### src/svce_pkg.sv
package svce_pkg;
   // command codes
   localparam logic [7:0] OPC_VERIFY10 = 8'h2F;
   localparam logic [7:0] OPC_VERIFY12 = 8'hAF;
   localparam logic [3:0] CDB_LEN10 = 4'hA;
   localparam logic [3:0] CDB_LEN12 = 4'hC;
   // byte positions inside the command block
   localparam int B_OPC = 0;
   localparam int B_FLG = 1;
   localparam int B_LBA = 2;
   localparam int B_RSV10 = 6;
   localparam int B_LEN10 = 7;
   localparam int B_CTL10 = 9;
   localparam int B_LEN12 = 6;
   localparam int B_RSV12 = 10;
   localparam int B_CTL12 = 11;
   // bit positions in the flag byte
   localparam int F_VP_HI = 7;
   localparam int F_VP_LO = 5;
   localparam int F_DPO = 4;
   localparam int F_FUA = 3;
   localparam int F_RSV2 = 2;
   localparam int F_BCHK = 1;
   localparam int F_RSV0 = 0;
   // control byte: vendor bits 7:6 and reserved bits 5:2 must be zero
   localparam int CTL_RSV_LO = 2;
   // protection select values
   localparam logic [2:0] VP_ALL = 3'h0;
   localparam logic [2:0] VP_FULL = 3'h1;
   localparam logic [2:0] VP_NOGRD = 3'h2;
   localparam logic [2:0] VP_NONE = 3'h3;
   localparam logic [2:0] VP_GRD = 3'h4;
   // protection bytes that trail each block: guard 0-1, app tag 2-3, ref tag 4-7
   localparam logic [3:0] PI_BYTES = 4'h8;
   localparam logic [3:0] PI_GRD_END = 4'h1;
   localparam logic [3:0] PI_APP_END = 4'h3;
   localparam logic [15:0] GUARD_POLY = 16'h8BB7;
   localparam logic [15:0] GUARD_INIT = 16'h0000;
   // sense keys and codes
   localparam logic [3:0] SK_NONE = 4'h0;
   localparam logic [3:0] SK_MEDIUM = 4'h3;
   localparam logic [3:0] SK_ILLEGAL = 4'h5;
   localparam logic [3:0] SK_ABORTED = 4'hB;
   localparam logic [3:0] SK_MISCOMPARE = 4'hE;
   localparam logic [7:0] ASC_NONE = 8'h00;
   localparam logic [7:0] ASC_READ_ERR = 8'h11;
   localparam logic [7:0] ASC_MISCOMPARE = 8'h1D;
   localparam logic [7:0] ASC_BAD_OPC = 8'h20;
   localparam logic [7:0] ASC_BAD_FIELD = 8'h24;
   localparam logic [7:0] ASC_PI = 8'h10;
   localparam logic [7:0] ASCQ_NONE = 8'h00;
   localparam logic [7:0] ASCQ_GRD = 8'h01;
   localparam logic [7:0] ASCQ_REF = 8'h03;
   // register map (byte addresses) and reset values
   localparam logic [3:0] REG_CTRL = 4'h0;
   localparam logic [3:0] REG_STAT = 4'h4;
   localparam logic [3:0] REG_INFO = 4'h8;
   localparam int CTRL_PROT = 0;
   localparam logic CTRL_PROT_RST = 1'b0;
   localparam int BLK_BYTES_DEF = 512;
   typedef enum logic [2:0] {
      ST_IDLE, ST_CDB, ST_DEC, ST_REQ, ST_XFER, ST_EVAL, ST_FIN
   } svce_state_t;
endpackage : svce_pkg

### src/svce_engine.sv
// The implementer's own choices: the plain strobed port and the register addresses.
`timescale 1ns/1ns
`default_nettype none
module svce_engine
   import svce_pkg::*;
#(
   parameter int BLK_BYTES = BLK_BYTES_DEF
)(
   // clock, reset, enable
   input wire logic I_CLOCK,
   input wire logic I_RST,
   input wire logic I_CE,
   // command block bytes from the initiator side
   input wire logic I_CDB_VALID,
   input wire logic [7:0] I_CDB_BYTE,
   output logic O_CDB_READY,
   // data-out bytes from the initiator
   input wire logic I_DOUT_VALID,
   input wire logic [7:0] I_DOUT_BYTE,
   output logic O_DOUT_READY,
   // medium read port
   output logic O_MED_REQ,
   output logic [31:0] O_MED_LBA,
   output logic O_MED_FUA,
   output logic O_MED_NO_CACHE,
   input wire logic I_MED_VALID,
   input wire logic [7:0] I_MED_BYTE,
   input wire logic I_MED_ECC_ERR,
   output logic O_MED_READY,
   // completion status
   output logic O_BUSY,
   output logic O_DONE,
   output logic O_CHECK,
   output logic [3:0] O_SENSE_KEY,
   output logic [7:0] O_ASC,
   output logic [7:0] O_ASCQ,
   output logic [31:0] O_INFO_LBA,
   // register port
   input wire logic [3:0] I_REG_ADDR,
   input wire logic [31:0] I_REG_WDATA,
   input wire logic I_REG_WR,
   input wire logic I_REG_RD,
   output logic [31:0] O_REG_RDATA
);
   localparam int BLEN = BLK_BYTES + int'(PI_BYTES);
   localparam logic [15:0] USER_LAST = 16'(BLK_BYTES - 1);
   localparam logic [15:0] BLK_LAST = 16'(BLEN - 1);

   typedef struct packed {
      svce_state_t st;
      logic [3:0] idx;
      logic [3:0] cdb_len;
      logic [11:0][7:0] cdb;
      logic [31:0] lba;
      logic [31:0] left;
      logic [2:0] vp;
      logic bchk;
      logic [15:0] pos;
      logic [15:0] crc;
      logic [15:0] grd_rx;
      logic [31:0] ref_rx;
      logic ecc_bad;
      logic cmp_bad;
      logic med_req;
      logic done;
      logic check;
      logic [3:0] key;
      logic [7:0] asc;
      logic [7:0] ascq;
      logic [31:0] info;
      logic prot_fmt;
      logic [31:0] rdata;
   } svce_regs_t;

   svce_regs_t r;
   svce_regs_t nxt;

   logic dec_known;
   logic [2:0] dec_vp;
   logic dec_bchk;
   logic [31:0] dec_lba;
   logic [31:0] dec_len;
   logic dec_rsv_bad;
   logic [15:0] crc_step;

   ////////////////////////////////////////////////////////////////////////////
   svce_cdb u_cdb (
      .i_cdb(r.cdb),
      .o_known(dec_known),
      .o_vp(dec_vp),
      .o_bchk(dec_bchk),
      .o_lba(dec_lba),
      .o_len(dec_len),
      .o_rsv_bad(dec_rsv_bad)
   );

   svce_guard u_guard (
      .i_crc(r.crc),
      .i_byte(I_MED_BYTE),
      .o_crc(crc_step)
   );

   ////////////////////////////////////////////////////////////////////////////
   logic in_xfer;
   logic take;
   logic is_user;
   logic [15:0] pi_pos;
   logic pi_cmp;
   logic do_int;
   logic chk_grd;
   logic chk_ref;
   logic prot_blk;

   assign in_xfer = r.st == ST_XFER;
   // readies drop while the block is frozen: the far side would otherwise
   // count a byte that the held state never took
   // with bytechk the two streams move in lock step, one byte pair a cycle
   assign O_MED_READY = in_xfer & I_CE & (~r.bchk | I_DOUT_VALID);
   assign O_DOUT_READY = in_xfer & I_CE & r.bchk & I_MED_VALID;
   assign take = in_xfer & I_MED_VALID & (~r.bchk | I_DOUT_VALID);
   assign O_CDB_READY = I_CE & ((r.st == ST_IDLE) | (r.st == ST_CDB));
   assign prot_blk = r.prot_fmt;
   assign is_user = r.pos <= USER_LAST;
   assign pi_pos = r.pos - 16'(BLK_BYTES);

   // host-side compare of protection bytes follows the protect select
   always_comb begin
      pi_cmp = 1'b0;
      if (pi_pos <= 16'(PI_GRD_END)) begin
         pi_cmp = (r.vp == VP_FULL) | (r.vp == VP_GRD);
      end else if (pi_pos > 16'(PI_APP_END)) begin
         pi_cmp = (r.vp == VP_FULL) | (r.vp == VP_NOGRD);
      end
   end

   // internal checking on a protected medium: always without bytechk, only select zero with it
   assign do_int = prot_blk & (~r.bchk | (r.vp == VP_ALL));
   assign chk_grd = do_int & ((r.vp == VP_ALL) | (r.vp == VP_FULL) | (r.vp == VP_GRD));
   assign chk_ref = do_int & ((r.vp == VP_ALL) | (r.vp == VP_FULL) | (r.vp == VP_NOGRD));

   ////////////////////////////////////////////////////////////////////////////
   always_comb begin
      nxt = r;
      nxt.med_req = 1'b0;
      nxt.done = 1'b0;

      // register port: reads answer one cycle later, unmapped reads zero
      if (I_REG_WR && I_REG_ADDR == REG_CTRL) begin
         nxt.prot_fmt = I_REG_WDATA[CTRL_PROT];
      end
      if (I_REG_RD) begin
         case (I_REG_ADDR)
            REG_CTRL: nxt.rdata = {31'h0, r.prot_fmt};
            REG_STAT: nxt.rdata = {8'h00, r.ascq, r.asc, r.key, 2'h0, r.check,
               (r.st != ST_IDLE)};
            REG_INFO: nxt.rdata = r.info;
            default: nxt.rdata = 32'h0;
         endcase
      end

      case (r.st)
         ST_IDLE: begin
            if (I_CDB_VALID) begin
               nxt.cdb = '0;
               nxt.cdb[B_OPC] = I_CDB_BYTE;
               nxt.idx = 4'h1;
               nxt.check = 1'b0;
               nxt.key = SK_NONE;
               nxt.asc = ASC_NONE;
               nxt.ascq = ASCQ_NONE;
               if (I_CDB_BYTE == OPC_VERIFY10) begin
                  nxt.cdb_len = CDB_LEN10;
                  nxt.st = ST_CDB;
               end else if (I_CDB_BYTE == OPC_VERIFY12) begin
                  nxt.cdb_len = CDB_LEN12;
                  nxt.st = ST_CDB;
               end else begin
                  // unknown code is judged at once; no further bytes are taken
                  nxt.st = ST_DEC;
               end
            end
         end
         ST_CDB: begin
            if (I_CDB_VALID) begin
               nxt.cdb[r.idx] = I_CDB_BYTE;
               nxt.idx = r.idx + 4'h1;
               if (r.idx == r.cdb_len - 4'h1) begin
                  nxt.st = ST_DEC;
               end
            end
         end
         ST_DEC: begin
            // info points at the first block until an error or the next block
            nxt.lba = dec_lba;
            nxt.left = dec_len;
            nxt.vp = dec_vp;
            nxt.bchk = dec_bchk;
            nxt.info = dec_lba;
            nxt.st = ST_FIN;
            if (!dec_known) begin
               nxt.check = 1'b1;
               nxt.key = SK_ILLEGAL;
               nxt.asc = ASC_BAD_OPC;
            end else if (dec_rsv_bad || dec_vp > VP_GRD ||
                         (dec_vp != VP_ALL && !r.prot_fmt)) begin
               nxt.check = 1'b1;
               nxt.key = SK_ILLEGAL;
               nxt.asc = ASC_BAD_FIELD;
            end else if (dec_len != 32'h0) begin
               nxt.st = ST_REQ;
            end
         end
         ST_REQ: begin
            nxt.med_req = 1'b1;
            nxt.pos = 16'h0;
            nxt.crc = GUARD_INIT;
            nxt.ecc_bad = 1'b0;
            nxt.cmp_bad = 1'b0;
            nxt.st = ST_XFER;
         end
         ST_XFER: begin
            // faults are only gathered here; the verdict waits for the block end
            if (take) begin
               nxt.pos = r.pos + 16'h1;
               if (I_MED_ECC_ERR) begin
                  nxt.ecc_bad = 1'b1;
               end
               if (is_user) begin
                  nxt.crc = crc_step;
                  if (r.bchk && I_DOUT_BYTE != I_MED_BYTE) begin
                     nxt.cmp_bad = 1'b1;
                  end
               end else begin
                  if (pi_pos <= 16'(PI_GRD_END)) begin
                     nxt.grd_rx = {r.grd_rx[7:0], I_MED_BYTE};
                  end
                  nxt.ref_rx = {r.ref_rx[23:0], I_MED_BYTE};
                  if (r.bchk && pi_cmp && I_DOUT_BYTE != I_MED_BYTE) begin
                     nxt.cmp_bad = 1'b1;
                  end
               end
               // protection bytes exist only on a protected medium
               if (r.pos == (prot_blk ? BLK_LAST : USER_LAST)) begin
                  nxt.st = ST_EVAL;
               end
            end
         end
         ST_EVAL: begin
            // medium error outranks miscompare, which outranks field checks
            if (r.ecc_bad) begin
               nxt.check = 1'b1;
               nxt.key = SK_MEDIUM;
               nxt.asc = ASC_READ_ERR;
            end else if (r.cmp_bad) begin
               nxt.check = 1'b1;
               nxt.key = SK_MISCOMPARE;
               nxt.asc = ASC_MISCOMPARE;
            end else if (chk_grd && r.grd_rx != r.crc) begin
               nxt.check = 1'b1;
               nxt.key = SK_ABORTED;
               nxt.asc = ASC_PI;
               nxt.ascq = ASCQ_GRD;
            end else if (chk_ref && r.ref_rx != r.lba) begin
               nxt.check = 1'b1;
               nxt.key = SK_ABORTED;
               nxt.asc = ASC_PI;
               nxt.ascq = ASCQ_REF;
            end
            if (r.ecc_bad || r.cmp_bad || (chk_grd && r.grd_rx != r.crc) ||
                (chk_ref && r.ref_rx != r.lba)) begin
               // the failing address stays for the host to restart after
               nxt.info = r.lba;
               nxt.st = ST_FIN;
            end else if (r.left == 32'h1) begin
               nxt.st = ST_FIN;
            end else begin
               nxt.lba = r.lba + 32'h1;
               nxt.info = r.lba + 32'h1;
               nxt.left = r.left - 32'h1;
               nxt.st = ST_REQ;
            end
         end
         ST_FIN: begin
            nxt.done = 1'b1;
            nxt.st = ST_IDLE;
         end
         default: begin
            nxt.st = ST_IDLE;
         end
      endcase
   end

   ////////////////////////////////////////////////////////////////////////////
   always_ff @(posedge I_CLOCK) begin
      if (I_RST) begin
         r <= '0;
         r.st <= ST_IDLE;
         r.prot_fmt <= CTRL_PROT_RST;
      end else if (I_CE) begin
         r <= nxt;
      end
   end

   ////////////////////////////////////////////////////////////////////////////
   assign O_MED_REQ = r.med_req;
   assign O_MED_LBA = r.lba;
   // no cached copy is ever trusted or filled, so dpo needs no handling
   assign O_MED_FUA = 1'b1;
   assign O_MED_NO_CACHE = 1'b1;
   assign O_BUSY = r.st != ST_IDLE;
   assign O_DONE = r.done;
   assign O_CHECK = r.check;
   assign O_SENSE_KEY = r.key;
   assign O_ASC = r.asc;
   assign O_ASCQ = r.ascq;
   assign O_INFO_LBA = r.info;
   assign O_REG_RDATA = r.rdata;
endmodule : svce_engine
`default_nettype wire

### src/svce_guard.sv
`timescale 1ns/1ns
`default_nettype none
// one byte step of the guard crc, msb first, no reflection
module svce_guard
   import svce_pkg::*;
(
   input wire logic [15:0] i_crc,
   input wire logic [7:0] i_byte,
   output logic [15:0] o_crc
);
   logic [15:0] chain [0:8];
   assign chain[0] = i_crc;
   for (genvar i = 0; i < 8; i++) begin : g_bit
      assign chain[i+1] = {chain[i][14:0], 1'b0} ^
         ((chain[i][15] ^ i_byte[7-i]) ? GUARD_POLY : 16'h0000);
   end
   assign o_crc = chain[8];
endmodule : svce_guard
`default_nettype wire

### src/svce_cdb.sv
`timescale 1ns/1ns
`default_nettype none
// field split of a stored command block, byte 0 at index 0
module svce_cdb
   import svce_pkg::*;
(
   input wire logic [11:0][7:0] i_cdb,
   output logic o_known,
   output logic [2:0] o_vp,
   output logic o_bchk,
   output logic [31:0] o_lba,
   output logic [31:0] o_len,
   output logic o_rsv_bad
);
   logic is10;
   logic is12;
   logic [7:0] flg;
   logic [7:0] ctl;
   assign is10 = i_cdb[B_OPC] == OPC_VERIFY10;
   assign is12 = i_cdb[B_OPC] == OPC_VERIFY12;
   assign o_known = is10 | is12;
   assign flg = i_cdb[B_FLG];
   assign o_vp = flg[F_VP_HI:F_VP_LO];
   assign o_bchk = flg[F_BCHK];
   assign o_lba = {i_cdb[B_LBA], i_cdb[B_LBA+1], i_cdb[B_LBA+2], i_cdb[B_LBA+3]};
   assign o_len = is10 ? {16'h0000, i_cdb[B_LEN10], i_cdb[B_LEN10+1]} :
      {i_cdb[B_LEN12], i_cdb[B_LEN12+1], i_cdb[B_LEN12+2], i_cdb[B_LEN12+3]};
   assign ctl = is10 ? i_cdb[B_CTL10] : i_cdb[B_CTL12];
   // dpo is legal in either form, fua only in the 12-byte form; neither carries meaning here
   assign o_rsv_bad = flg[F_RSV0] | (ctl[7:CTL_RSV_LO] != 6'h00) |
      (is10 ? (flg[F_FUA] | flg[F_RSV2] | (i_cdb[B_RSV10] != 8'h00)) :
              (flg[F_RSV2] | (i_cdb[B_RSV12] != 8'h00)));
endmodule : svce_cdb
`default_nettype wire

### config.mk
export PLATFORM = sky130hd
export DESIGN_NAME = svce_engine
export DESIGN_NICKNAME = d
export VERILOG_FILES = /design/src/svce_pkg.sv /design/src/svce_engine.sv /design/src/svce_guard.sv /design/src/svce_cdb.sv
export SDC_FILE = /design/constraint.sdc
export NUM_CORES = 1
export LEC_CHECK = 0
export BUFFER_PORTS_ARGS = -buffer_cell sky130_fd_sc_hd__buf_2
export CORE_AREA = 2 2 202 204
export CTS_CLUSTER_DIAMETER = 150
export DETAILED_ROUTE_END_ITERATION = 6
export DIE_AREA = 0 0 204 206
export SYNTH_ARGS = -nofsm -noshare
export SYNTH_HDL_FRONTEND = slang
export SYNTH_SLANG_ARGS = --single-unit
### constraint.sdc
create_clock -name I_CLOCK -period 6.34 [get_ports I_CLOCK]
set_clock_uncertainty 0.05 [all_clocks]
set_input_delay 0.634 -clock I_CLOCK [delete_from_list [all_inputs] [get_ports I_CLOCK]]
set_output_delay 0.634 -clock I_CLOCK [all_outputs]
set_load 0.05 [all_outputs]
==> results.toml <==
[status]
status = "complete, no violations"

[sta]
fmax_mhz = 260
post-route-min-period_ns = 3.85
setup_tns_ns = 0
tightest_slew_ns = 1.28
hold_violations = 0
finalSetupViolations = 0
drv_slew = 0
period_share_pct = 60.7
rsz0062_at_grt = "false"
whs_ns = 0.284
max-slew-margin-rel_pct = 14.4

[worst_setup_path]
crit_chain = "nor2_1 -> nand4b_1 -> nor3_2 -> o211ai_1 -> nand2b_1 -> a31oi_2 -> buf_4 -> a22o_1"
cpLargestDelayFamily = "simple AND/OR/NAND/NOR gates"
cp.arrival_ns = 4.29
crit_buf_inv = 1
cp_slowest_stage_delay_ns = 1.03
cp-start-kind = "register"
end_kind = "register"
required_ns = 6.78
cp_slowest_cell = "a31oi_2"
worstPathMaxFanout = 18
criticalPathCategory = "register to register"

[clocking]
post_cts_buffers = 0
h-tree-depth = 2
numClockSinks = 331
numCtsBuffers = 39
root_buffer = "clkbuf_16"
cts_tree = "yes"
clk_latency_ns = 0.56
hold_buffers = 0
clkTransAtPathRegs_ns = 0.06
clockBufferDepth = 3
cts_resized = 0

[floorplan]
coreArea_um2 = 40200
dieArea_um2 = 42000
initial_core_util_pct = 44.2
die_h_um = 206
die_x_um = 204
ios = 194
num_rows = 74

[power_and_ir_drop]
ir_drop_v = 0.000156
power.density_nw_per_um2 = 257
sw_frac_of_total_pct = 23.7
switchingPower_uw = 1180
p_seq_share_pct = 42.4
p_int_uw = 3800
p_clk_share_pct = 50.9
combPwrFrac_pct = 6.7
p_leak_uw = 0.00710

[yosys]
syn_inst = 2303
ys_types = 82
synth_edf_count = 0
ys_seq_area_share_pct = 37.3
yosysTopAreaCell = "dfxtp_1"
avgSynthCellArea_um2 = 7.72
synthArstFlopShare_pct = 0
netlist_area_um2 = 17800
synth_area_leaders = "dfxtp_1 37%, nor2_1 7.8%, nand2_1 5.3%"
ys.flop_type = "dfxtp_1"
synth_top_area_share_pct = 37.3
synth_warnings = 0
ys_ff_latch = 331

[placed_design]
dp_hpwl_um = 40200
dpl_cell_area_um2 = 17900
gp_congestion = 0.898
port_buffers = 151
post-place-cells = 2735

[layout]
syn2layout_area_growth_pct = 8.79
stdcell_count = 2802
fill_cells = 3939
drive_above_1_share_pct = 12.2
final_cell_area_um2 = 19300
regArea_um2 = 6630
fin_nets = 2326
n_antenna_cell = 0
multi_input_area_um2 = 9540
post-route-util_pct = 48.1

[grt]
grt_overflow = 0
antenna_found_initial = 0
grt_max_degree = 117
grt_pass1_vias = 14975
grt_usage_pct = 27.0
grt_pass1_wl_um = 88900

[drt]
drtIter0Drc = 1840
drcViolationCount = 0
wl_per_cell_um = 20.8
drt-pass1-iter-count = 6
viasPerCell = 6.00
wirelength_um = 58300
antenna_left = 0
num_vias = 16802

[worst_hold_path]
min-delay-path-class = "input pin to register"

[flow_run]
maxCapViolCount = 0
[cells in the final DEF, fill, tap and decap left out, types with 27 or more instances in the layout]
cell and n:
a21oi_1 160, xnor2_1 67, o21ai_0 61, nand4_1 29
xor2_1 54, dfxtp_1 331, a31oi_1 110, nor3_1 40
nor2_1 367, nor4_1 27, nand3_1 100, nand2_1 251
buf_2 150, clkbuf_16 41, inv_1 30
[through the flow]
step	setup WS, ns	power [uW]
CTS	2.55	5010
detailed placement	2.57	2480
global route	2.34	5120
floorplan	3.73	2400
global placement	2.63	2480
finish	2.49	4980
[routing by layer]
metal | track usage [%] | part of all wire [%]
met1 | 38.7 | 45
met3 | 4.08 | 8.1
met5 | 0 | 0
met2 | 41.2 | 44
met4 | 9.60 | 3.2
[cell families after synthesis]
kind of cell	after synthesis	synth area share [%]
XOR/XNOR	124	6.24
multiplexers	17	0.972
flip-flops	331	37.3
adder cells (fa/ha/maj)	16	1.08
AND/OR/NAND/NOR	946	24.4
other	2	0.0423
buffers and inverters	316	9.46
AO/OA/AOI/OAI	551	20.5
[final timing paths]
check | from | to | slack [ns] | depth (start not counted)
worst min register to register | O_REG_RDATA[26] | O_REG_RDATA[26] | 0.40 | 2
worst max register to register | r[192] | O_INFO_LBA[6] | 2.49 | 8
worst max-delay path | r[192] | O_INFO_LBA[6] | 2.49 | 8
worst min-delay path | I_REG_WDATA[0] | prot_blk | 0.28 | 3
[Yosys cell counts (all sizes together) (31+ instances only)]
master and instances:
nor4 31, nand3 100, buf 156, dfxtp 331, nor2 368, a31oi 111, nand2 252, xnor2 68
a21oi 162, clkbuf 128, xor2 56, o21ai 67, nor3 46
[layout make-up]
class	instances	area share, %
Tap cell	532	3.44
Timing Repair Buffer	175	4.89
Inverter	32	0.621
Clock buffer	55	6.10
Clock inverter	12	1.35
Multi-Input combinational cell	1665	49.3
Sequential cell	331	34.3
[state kept, by name (all words and copies together), names as in the netlist]
signal and flops:
O_MED_REQ 1, prot_blk 1, O_DONE 1, O_INFO_LBA 32, O_ASCQ 2, O_REG_RDATA 32, O_ASC 4, O_MED_LBA 32
r 221, O_CHECK 1, O_SENSE_KEY 4
[power groups by stage]
stage	combinational, uW	clock (uW)	sequential (uW)
3_3_place_gp	328	0	2150
4_1_cts	332	2570	2110
5_1_grt	362	2650	2110
2_1_floorplan	252	0	2150
6_report	335	2530	2110
3_5_place_dp	331	0	2150
[worst register-to-register path: stages (launching register included)]
cell and delay, ns:
dfxtp_1 0.36, nor2_1 0.25, nand4b_1 0.45, nor3_2 0.62, o211ai_1 0.25, nand2b_1 0.24
a31oi_2 1.03, buf_4 0.37, a22o_1 0.17
Power figures use the tool's default switching activity.
